$ cat src/msl_defines.vh
/*
  Constants for the MAC statistics and list management block: attribute
  and list identifiers, list depth, state codes, capability bits.
  Assumes inclusion by bare name from the design file.
*/
`ifndef MSL_DEFINES_VH
`define MSL_DEFINES_VH

// Statistics attribute identifiers
`define MSL_ATTR_TX_DATA 16'h0040
`define MSL_ATTR_RX_DATA 16'h0041
`define MSL_ATTR_TX_CTRL 16'h0042
`define MSL_ATTR_RX_CTRL 16'h0043
`define MSL_ATTR_CS_FAIL 16'h0044
`define MSL_ATTR_CH_BUSY 16'h0045
`define MSL_ATTR_FIRST 16'h0040
`define MSL_NUM_COUNTERS 6
`define MSL_COUNT_RESET 32'h00000000

// List identifiers
`define MSL_LIST_REG_DEVICES 16'h0050

// Functional state encodings
`define MSL_STATE_TERMINAL 8'h01
`define MSL_STATE_SWITCH 8'h02

// Registered-device list depth
`define MSL_LIST_DEPTH 8
`define MSL_LIST_IDX_W 3

// Reserved-bit masks for capability bitmaps
`define MSL_TCAP_MASK 8'h7F
`define MSL_SWCAP_MASK 8'h0F

// Answer status codes
`define MSL_STATUS_OK 2'h0
`define MSL_STATUS_UNKNOWN 2'h1
`define MSL_STATUS_READ_ONLY 2'h2
`define MSL_STATUS_NO_ENTRY 2'h3

`endif

$ cat src/msl_mac_stats.v
/*
  MAC statistics counters and registered-device list, read by a management
  entity through get and list-get requests. Assumes event pulses and list
  updates come from MAC logic on core_clk; management requests are also
  synchronous to core_clk and are one-cycle pulses.
  Every answer is registered and appears exactly one cycle after its
  request. Status and data stand until the next answer, so a slow reader
  may sample them late. Only the confirm pulse must be caught on time.
  The list has a fixed depth; slot management belongs to the MAC logic.
*/
`timescale 1ns/1ps
`default_nettype none
`include "msl_defines.vh"

module msl_mac_stats (
  input wire core_clk,
  input wire reset,
  // MAC event pulses
  input wire ev_tx_data_ok,
  input wire ev_rx_data_ok,
  input wire ev_rx_data_for_me,
  input wire ev_tx_ctrl_ok,
  input wire ev_rx_ctrl_ok,
  input wire ev_rx_ctrl_for_me,
  input wire ev_cs_fail,
  input wire ev_ch_busy_backoff,
  // Node role and list maintenance from MAC logic
  input wire is_base_node,
  input wire entry_update,
  input wire entry_remove,
  input wire [2:0] entry_index,
  input wire [47:0] entry_device_address,
  input wire [15:0] entry_local_node_identifier,
  input wire entry_is_switch,
  input wire [15:0] entry_local_switch_identifier,
  input wire [15:0] entry_switch_identifier,
  input wire [7:0] entry_hierarchy_level,
  input wire [7:0] entry_terminal_capabilities,
  input wire [7:0] entry_switching_capabilities,
  // Management get request
  input wire management_get_request,
  input wire management_set_request,
  input wire [15:0] attribute_identifier,
  output reg get_confirm_reg,
  output reg [1:0] get_status_reg,
  output reg [31:0] get_value_reg,
  // Management list-get request
  input wire management_list_read_request,
  input wire management_list_write_request,
  input wire [15:0] list_identifier,
  input wire [2:0] list_entry_index,
  output reg list_confirm_reg,
  output reg [1:0] list_status_reg,
  output reg list_valid_reg,
  output reg [47:0] list_device_address_reg,
  output reg [15:0] list_local_node_identifier_reg,
  output reg [7:0] list_functional_state_reg,
  output reg [15:0] list_local_switch_identifier_reg,
  output reg [15:0] list_switch_identifier_reg,
  output reg [7:0] list_hierarchy_level_reg,
  output reg [7:0] list_terminal_capabilities_reg,
  output reg [7:0] list_switching_capabilities_reg
);

  // Counter increment pulses; received traffic for other nodes is dropped
  wire [`MSL_NUM_COUNTERS-1:0] count_event;
  assign count_event[0] = ev_tx_data_ok;
  assign count_event[1] = ev_rx_data_ok & ev_rx_data_for_me;
  assign count_event[2] = ev_tx_ctrl_ok;
  assign count_event[3] = ev_rx_ctrl_ok & ev_rx_ctrl_for_me;
  assign count_event[4] = ev_cs_fail;
  assign count_event[5] = ev_ch_busy_backoff;

  reg [31:0] count_reg [0:`MSL_NUM_COUNTERS-1];

  // One counter per event; wraps naturally through 32-bit addition
  genvar gi;
  generate
    for (gi = 0; gi < `MSL_NUM_COUNTERS; gi = gi + 1) begin : g_cnt
      always @(posedge core_clk) begin
        if (reset) begin
          count_reg[gi] <= `MSL_COUNT_RESET;
        end else if (count_event[gi]) begin
          count_reg[gi] <= count_reg[gi] + 32'h00000001;
        end
      end
    end
  endgenerate

  // Map an attribute identifier to a counter index, flag if mapped
  function [3:0] attr_decode;
    input [15:0] id;
    reg [15:0] off;
    begin
      off = id - `MSL_ATTR_FIRST;
      if (id >= `MSL_ATTR_TX_DATA && id <= `MSL_ATTR_CH_BUSY) begin
        attr_decode = {1'b1, off[2:0]};
      end else begin
        attr_decode = 4'h0;
      end
    end
  endfunction

  wire [3:0] attr_hit = attr_decode(attribute_identifier);

  // Functional state code of a stored entry
  function [7:0] state_code;
    input is_switch;
    begin
      if (is_switch) begin
        state_code = `MSL_STATE_SWITCH;
      end else begin
        state_code = `MSL_STATE_TERMINAL;
      end
    end
  endfunction

  // Next values of the get answer; a set beats a get in the same cycle
  reg get_confirm_next;
  reg [1:0] get_status_next;
  reg [31:0] get_value_next;

  always @* begin
    get_confirm_next = management_get_request | management_set_request;
    get_status_next = get_status_reg;
    get_value_next = get_value_reg;
    if (management_set_request) begin
      get_status_next = `MSL_STATUS_READ_ONLY;
      get_value_next = `MSL_COUNT_RESET;
    end else if (management_get_request) begin
      if (attr_hit[3]) begin
        get_status_next = `MSL_STATUS_OK;
        get_value_next = count_reg[attr_hit[2:0]];
      end else begin
        get_status_next = `MSL_STATUS_UNKNOWN;
        get_value_next = `MSL_COUNT_RESET;
      end
    end
  end

  // Get answer registers; status and value hold until the next answer
  always @(posedge core_clk) begin
    if (reset) begin
      get_confirm_reg <= 1'b0;
      get_status_reg <= `MSL_STATUS_OK;
      get_value_reg <= `MSL_COUNT_RESET;
    end else begin
      get_confirm_reg <= get_confirm_next;
      get_status_reg <= get_status_next;
      get_value_reg <= get_value_next;
    end
  end

  // Registered-device list storage, flip-flops indexed by entry
  reg [`MSL_LIST_DEPTH-1:0] ent_valid_reg;
  reg [47:0] ent_addr_reg [0:`MSL_LIST_DEPTH-1];
  reg [15:0] ent_local_node_identifier_reg [0:`MSL_LIST_DEPTH-1];
  reg [7:0] ent_state_reg [0:`MSL_LIST_DEPTH-1];
  reg [15:0] ent_local_switch_identifier_reg [0:`MSL_LIST_DEPTH-1];
  reg [15:0] ent_sid_reg [0:`MSL_LIST_DEPTH-1];
  reg [7:0] ent_level_reg [0:`MSL_LIST_DEPTH-1];
  reg [7:0] ent_tcap_reg [0:`MSL_LIST_DEPTH-1];
  reg [7:0] ent_swcap_reg [0:`MSL_LIST_DEPTH-1];

  // List is kept only while acting as base node; leaving the role empties it
  generate
    for (gi = 0; gi < `MSL_LIST_DEPTH; gi = gi + 1) begin : g_ent
      always @(posedge core_clk) begin
        if (reset || !is_base_node) begin
          ent_valid_reg[gi] <= 1'b0;
          ent_addr_reg[gi] <= 48'h000000000000;
          ent_local_node_identifier_reg[gi] <= 16'h0000;
          ent_state_reg[gi] <= 8'h00;
          ent_local_switch_identifier_reg[gi] <= 16'h0000;
          ent_sid_reg[gi] <= 16'h0000;
          ent_level_reg[gi] <= 8'h00;
          ent_tcap_reg[gi] <= 8'h00;
          ent_swcap_reg[gi] <= 8'h00;
        end else if (entry_index == gi) begin
          if (entry_update) begin
            ent_valid_reg[gi] <= 1'b1;
            ent_addr_reg[gi] <= entry_device_address;
            ent_local_node_identifier_reg[gi] <= entry_local_node_identifier;
            ent_state_reg[gi] <= state_code(entry_is_switch);
            ent_local_switch_identifier_reg[gi] <= entry_local_switch_identifier;
            ent_sid_reg[gi] <= entry_switch_identifier;
            ent_level_reg[gi] <= entry_hierarchy_level;
            // Reserved bits are forced low so they always read zero
            ent_tcap_reg[gi] <=
              entry_terminal_capabilities & `MSL_TCAP_MASK;
            ent_swcap_reg[gi] <=
              entry_switching_capabilities & `MSL_SWCAP_MASK;
          end else if (entry_remove) begin
            ent_valid_reg[gi] <= 1'b0;
          end
        end
      end
    end
  endgenerate

  wire list_known = (list_identifier == `MSL_LIST_REG_DEVICES);
  wire list_hit = list_known && is_base_node &&
    ent_valid_reg[list_entry_index];

  // Entry picked by the list read, looked up once for every field
  wire [47:0] sel_addr = ent_addr_reg[list_entry_index];
  wire [15:0] sel_local_node_identifier = ent_local_node_identifier_reg[list_entry_index];
  wire [7:0] sel_state = ent_state_reg[list_entry_index];
  wire [15:0] sel_local_switch_identifier = ent_local_switch_identifier_reg[list_entry_index];
  wire [15:0] sel_sid = ent_sid_reg[list_entry_index];
  wire [7:0] sel_level = ent_level_reg[list_entry_index];
  wire [7:0] sel_tcap = ent_tcap_reg[list_entry_index];
  wire [7:0] sel_swcap = ent_swcap_reg[list_entry_index];

  // Next values of the list answer; fields keep the last good entry
  reg list_confirm_next;
  reg [1:0] list_status_next;
  reg list_valid_next;
  reg [47:0] list_device_address_next;
  reg [15:0] list_local_node_identifier_next;
  reg [7:0] list_functional_state_next;
  reg [15:0] list_local_switch_identifier_next;
  reg [15:0] list_switch_identifier_next;
  reg [7:0] list_hierarchy_level_next;
  reg [7:0] list_terminal_capabilities_next;
  reg [7:0] list_switching_capabilities_next;

  // A write attempt wins over a read and is always refused
  always @* begin
    list_confirm_next = management_list_read_request |
      management_list_write_request;
    list_status_next = list_status_reg;
    list_valid_next = list_valid_reg;
    list_device_address_next = list_device_address_reg;
    list_local_node_identifier_next = list_local_node_identifier_reg;
    list_functional_state_next = list_functional_state_reg;
    list_local_switch_identifier_next = list_local_switch_identifier_reg;
    list_switch_identifier_next = list_switch_identifier_reg;
    list_hierarchy_level_next = list_hierarchy_level_reg;
    list_terminal_capabilities_next = list_terminal_capabilities_reg;
    list_switching_capabilities_next = list_switching_capabilities_reg;
    if (management_list_write_request) begin
      list_status_next = `MSL_STATUS_READ_ONLY;
      list_valid_next = 1'b0;
    end else if (management_list_read_request) begin
      list_valid_next = list_hit;
      if (!list_known) begin
        list_status_next = `MSL_STATUS_UNKNOWN;
      end else if (!list_hit) begin
        list_status_next = `MSL_STATUS_NO_ENTRY;
      end else begin
        list_status_next = `MSL_STATUS_OK;
        list_device_address_next = sel_addr;
        list_local_node_identifier_next = sel_local_node_identifier;
        list_functional_state_next = sel_state;
        list_local_switch_identifier_next = sel_local_switch_identifier;
        list_switch_identifier_next = sel_sid;
        list_hierarchy_level_next = sel_level;
        list_terminal_capabilities_next = sel_tcap;
        list_switching_capabilities_next = sel_swcap;
      end
    end
  end

  // List answer registers, one cycle after the request
  always @(posedge core_clk) begin
    if (reset) begin
      list_confirm_reg <= 1'b0;
      list_status_reg <= `MSL_STATUS_OK;
      list_valid_reg <= 1'b0;
      list_device_address_reg <= 48'h000000000000;
      list_local_node_identifier_reg <= 16'h0000;
      list_functional_state_reg <= 8'h00;
      list_local_switch_identifier_reg <= 16'h0000;
      list_switch_identifier_reg <= 16'h0000;
      list_hierarchy_level_reg <= 8'h00;
      list_terminal_capabilities_reg <= 8'h00;
      list_switching_capabilities_reg <= 8'h00;
    end else begin
      list_confirm_reg <= list_confirm_next;
      list_status_reg <= list_status_next;
      list_valid_reg <= list_valid_next;
      list_device_address_reg <= list_device_address_next;
      list_local_node_identifier_reg <= list_local_node_identifier_next;
      list_functional_state_reg <= list_functional_state_next;
      list_local_switch_identifier_reg <= list_local_switch_identifier_next;
      list_switch_identifier_reg <= list_switch_identifier_next;
      list_hierarchy_level_reg <= list_hierarchy_level_next;
      list_terminal_capabilities_reg <= list_terminal_capabilities_next;
      list_switching_capabilities_reg <= list_switching_capabilities_next;
    end
  end

endmodule
`default_nettype wire

$ cat config.mk
export PLATFORM = sky130hd
export DESIGN_NAME = msl_mac_stats
export DESIGN_NICKNAME = d
export VERILOG_FILES = /design/src/msl_mac_stats.v
export VERILOG_INCLUDE_DIRS = /design/src
export SDC_FILE = /design/constraint.sdc
export NUM_CORES = 2
export LEC_CHECK = 0
export ABC_AREA = 1
export BUFFER_PORTS_ARGS = -buffer_cell sky130_fd_sc_hd__buf_2
export CORE_ASPECT_RATIO = 1.25
export CORE_MARGIN = 2
export CORE_UTILIZATION = 60
export CTS_BUF_LIST = sky130_fd_sc_hd__clkbuf_8
export DETAILED_ROUTE_END_ITERATION = 8
export PLACE_DENSITY = 0.81
export SYNTH_ARGS = -nofsm -noshare
export SYNTH_HDL_FRONTEND = slang
export SYNTH_SLANG_ARGS = --single-unit
export TNS_END_PERCENT = 1
$ cat constraint.sdc
create_clock -name core_clk -period 15.05 [get_ports core_clk]
set_input_delay 2.2575 -clock core_clk [delete_from_list [all_inputs] [get_ports core_clk]]
set_output_delay 2.2575 -clock core_clk [all_outputs]
set_load 0.1 [all_outputs]
* After elaboration in Yosys (flattened, before gate mapping) *
Memory sizes are Yosys's and may differ from the RTL's. A register that Yosys moved wholly into a read port is not among the register bits.
Index checks and enable logic that the tools add are counted.

word-level totals
  memory bits (writable) = 1176
  latch bits = 0
  output and inout bits = 167
  input bits = 176
  bits in read-only memories = 0
  bits in registers = 63
  memories = 9

memories
  name                             words  bits a word  read ports  clocked after memory_dff  wr ports  line                 text
  ent_addr_reg                     8      48           1           1                         8         msl_mac_stats.v:156  reg [47:0] ent_addr_reg [0:`MSL_LIST_DEPTH-1];
  count_reg                        6      32           7           0                         6         msl_mac_stats.v:74   reg [31:0] count_reg [0:`MSL_NUM_COUNTERS-1];
  ent_local_node_identifier_reg    8      16           1           1                         8         msl_mac_stats.v:157  reg [15:0] ent_local_node_identifier_reg [0:`MSL_LIST_DEPTH-1];
  ent_local_switch_identifier_reg  8      16           1           1                         8         msl_mac_stats.v:159  reg [15:0] ent_local_switch_identifier_reg [0:`MSL_LIST_DEPTH-1];
  ent_sid_reg                      8      16           1           1                         8         msl_mac_stats.v:160  reg [15:0] ent_sid_reg [0:`MSL_LIST_DEPTH-1];
  ent_level_reg                    8      8            1           1                         8         msl_mac_stats.v:161  reg [7:0] ent_level_reg [0:`MSL_LIST_DEPTH-1];
  3 more memories                  -      -            -           -                         -         -

operators by class
  add/sub/neg operators = 7
  magnitude comparators = 3
  reductions and logical operators = 20
  bitwise gates (word level) = 75
  $mul = 0
  shift operators = 0
  muxes and demuxes = 148
  eq/ne operators = 8
  div/mod/pow operators = 0

operators by type and width
  cell                                                                    number
  16-bit 2-to-1 mux                                                       24
  48-bit 2-to-1 mux                                                       8
  8-bit 2-to-1 mux                                                        33
  32-bit 2-to-1 mux                                                       7
  32-bit by 1-bit adder with 32-bit output, second input constant         6
  1-bit OR                                                                72
  7-bit 2-to-1 mux                                                        8
  1-bit 2-to-1 mux                                                        51
  4-bit 2-to-1 mux                                                        9
  16-bit by 7-bit == test with 1-bit output, second input constant        1
  16-bit by 7-bit >= comparator with 1-bit output, second input constant  1
  16-bit by 7-bit <= comparator with 1-bit output, second input constant  1
  2-bit AND reduction                                                     8
  2-bit 2-to-1 mux                                                        7
  3-bit == test, second input constant                                    4
  3-bit by 2-bit == test with 1-bit output, second input constant         2
  2-bit nonzero test                                                      3
  3-bit by 4-bit < comparator with 1-bit output, second input constant    1
  4-bit AND reduction                                                     1
  2-bit OR reduction                                                      2
  1-bit binary-select mux with 3-bit select                               1
  3-bit by 1-bit == test with 1-bit output, second input constant         1
  1-bit logical AND                                                       3
  3-bit logical NOT                                                       1
  5 further kinds                                                         6

* Longest topological paths before layout *
  depth in word-level cells = 7
  depth in mapped cells = 12
  depth with buffers taken out = 11

* Worst setup path before layout *
No wires, ideal clock.

  path type = in2reg
  start point = input port entry_update
  end point = memory ent_addr_reg[0][0], enable pin
  buffers on the path = 1
  path slack = 3438 ps
  cell stages on the path = 3
  required time = 14296 ps
  arrival = 10858 ps
  setup time = 754 ps
  cell sequence = clkbuf_1 -> inv_1 -> o21ai_0

RTL lines
  element             line                 text
  start: declaration  msl_mac_stats.v:29   input wire entry_update,
  end: declaration    msl_mac_stats.v:156

==> summary.md <==
| Metric | Value |
|---|---|
| IO Pins | 343 |
| Tcrit/Tclk final | 36.5% |
| Crit Path Max Fanout | 55 |
| Post-synthesis register bit count | 1292 |
| CTS tree | built |
| Vias per cell | 5.95 |
| Fraction of layout cells with a size suffix above 1 | 10.6% |
| EDFF count, synth | 1128 |
| Routed Antenna Nets | 0 |
| NetSw | 0.00192 W |
| CP endpoint kind | flop |
| CP peak stage delay | 990 ps |
| Hold crit path type | reg2reg |
| Die Span X | 287 µm |
| FMAX | 0.182 GHz |
| Number of post-CTS setup repair buffers | 0 |
| Placement Cell Area | 62400 µm² |
| Layout net count | 7007 |
| MaxCap Viol Count | 0 |
| Gpl congestion | 0.958 |
| Pwr Density | 115 nW/µm² |
| Placed insts | 7937 |
| Largest net degree at the start of global routing | 249 |
| RSZ-0062 raised after global routing | false |
| Relative slew margins | 18.2% |
| Initial Util | 60.6% |
| Outcome | finished, final reports clean |
| Vias in the first global route | 48300 |
| Async set-or-reset flop fraction in the synthesized netlist | 0% |
| HPWL after detailed placement | 98300 µm |
| Final min period | 5490 ps |
| TNS Setup | 0 ps |
| Number of setup violations in the final report | 0 |
| Yosys top cell area share | 56.4% |
| Worst-path clk slew | 60 ps |
| Comb power frac | 7.4% |
| Layout area overhead | 10.4% |
| Slowest CP cell | nand4_1 |
| Tot GR Track Use | 33.5% |
| H-tree levels | 4 |
| Core Rows | 129 |
| Leakage | 27.3 nW |
| First-pass GRT wire length | 264000 µm |
| Clock share of power | 38.1% |
| Total clock buffers created by CTS | 196 |
| Yosys cell types | 47 |
| Utilization after layout | 66.9% |
| Core area | 99100 µm² |
| Hold buffers post-CTS | 0 |
| Sequential area share after synthesis | 61.8% |
| Vias | 49400 |
| Sequential group share of total power | 54.5% |
| 1st-iter DRT viols | 5661 |
| Crit-path cells | buf_6 -> inv_2 -> nand2_1 -> inv_2 -> nand4_1 -> buf_4 -> buf_4 -> nor2_1 |
| Crit path launch type | input port |
| Synth Instances | 6636 |
| Worst setup path category | in2reg |
| Die area | 103000 µm² |
| WL final | 174000 µm |
| Post_cts resized | 0 |
| Number of flip-flops under the largest register name | 384 |
| Fin cells | 8310 |
| Most frequent cell after synthesis | nand2_1 |
| Worst Path Arrival | 6230 ps |
| DRT Pass-1 Iters | 6 |
| Switching Share | 25.2% |
| Post-Route Skew | 45.5 ps |
| Fin. Hold Viols | 0 |
| Syn_area_per_cell | 9.06 µm² |
| Worst-margin pin slew | 1230 ps |
| Synth area leaders | edfxtp_1 56%, nand2_1 11%, nand3_1 8.1%, nor2_1 7.1%, dfxtp_1 5.5% |
| Die Ht | 358 µm |
| Clock Latency Late Sink | 910 ps |
| CTS sink count | 1292 |
| Clk root buf | clkbuf_8 |
| CTS Buffer Depth | 3 |
| Internal Power | 0.00572 W |
| YS warnings | 0 |
| WL/cell | 20.9 µm |
| Final Max Tran Viols | 0 |
| PortBufs | 326 |
| Design area | 66300 µm² |
| DRC violations left | 0 |
| Post-synth top flop | edfxtp_1 |
| Synth top cells by count | 1775 x nand2_1, 1136 x nor2_1, 1128 x edfxtp_1 |
| Global route total overflow | 0 |
| Area leader, netlist | edfxtp_1 |
| Netlist Area Pre-Place | 60100 µm² |
| Maximum VDD drop | 0.0000902 V |
| Initial antenna violation count | 11 |
| Worst endpoint required time | 15800 ps |
[final cells by class]
class | count | area [µm²]
antenna | 4 | 10.0
inverter | 339 | 1290
tap | 1310 | 1640
timing repair buffer | 397 | 2210
clock inverter | 139 | 792
multi-input combinational | 4599 | 20100
clock buffer | 230 | 3170
fill | 7500 | 32800
sequential | 1292 | 37200
[critical path, delay by kind of cell]
family / cells / cell delay (ps)
buffers and inverters: 5 / 2360
and+or+nand+nor: 3 / 1540
[placed cells by master, fill, tap and decap left out, drive strengths merged]
cell type	instances
xnor2	11
nand3	976
o21ba	1
buf	396
nor3	92
nor3b	11
and3	5
o21ai	81
nand4	75
a31oi	36
nor4	16
xor2	14
a21boi	1
nor2	1148
and2	1
or2	35
bufinv	6
o41ai	1
o31ai	3
edfxtp	1128
a21oi	269
o21bai	3
a221oi	1
o21a	12
nand2	1776
o2111ai	1
clkinvlp	3
conb	11
clkbuf	231
dfxtp	164
clkinv	48
nand3b	7
or3	1
ha	6
inv	421
a211oi	5
diode	4
[final timing paths]
check | start | to | slack, ps | cells after the start
max | reset | ent_addr_reg[0][33] | 9560 | 8
max reg2reg | ent_valid_reg[4] | list_device_address_reg[37] | 12080 | 10
min reg2reg | list_terminal_capabilities_reg[2] | list_terminal_capabilities_reg[2] | 460 | 2
min | list_terminal_capabilities_reg[2] | list_terminal_capabilities_reg[2] | 460 | 2
[layer usage]
metal	vias up	GRT usage (%)	share of wire [%]
met5	-	0	0.036
met4	10	21.1	5.8
met3	607	6.46	11
met2	3151	55.7	48
met1	23000	40.1	34
li1	22700	-	-
[through the flow]
step	total power [W]	setup WS [ps]	hold slack (ps)
global placement	0.00476	8870	446
CTS	0.00763	9740	460
finish	0.00764	9560	456
floorplan	0.00462	3440	447
global route	0.00786	9480	477
detailed placement	0.00479	8790	450
[power by group through the flow]
stage | Sequential, W | Combinational (W) | Clock, W
2_1_floorplan | 0.00426 | 0.000362 | 0
3_3_place_gp | 0.00423 | 0.000537 | 0
3_5_place_dp | 0.00424 | 0.000550 | 0
4_1_cts | 0.00416 | 0.000553 | 0.00292
5_1_grt | 0.00418 | 0.000611 | 0.00307
6_report | 0.00416 | 0.000564 | 0.00291
[logic make-up after synthesis]
group | Yosys count | share of synthesized area, %
adders and majority gates | 6 | 0.125
xor gates and xnor gates | 25 | 0.364
AOI/OAI and AO/OA | 414 | 3.66
other | 1 | 0.00624
and+or+nand+nor | 4143 | 28.9
buffers and inverters | 755 | 5.14
DFF | 1292 | 61.8
(Power assumes the default switching activity.)
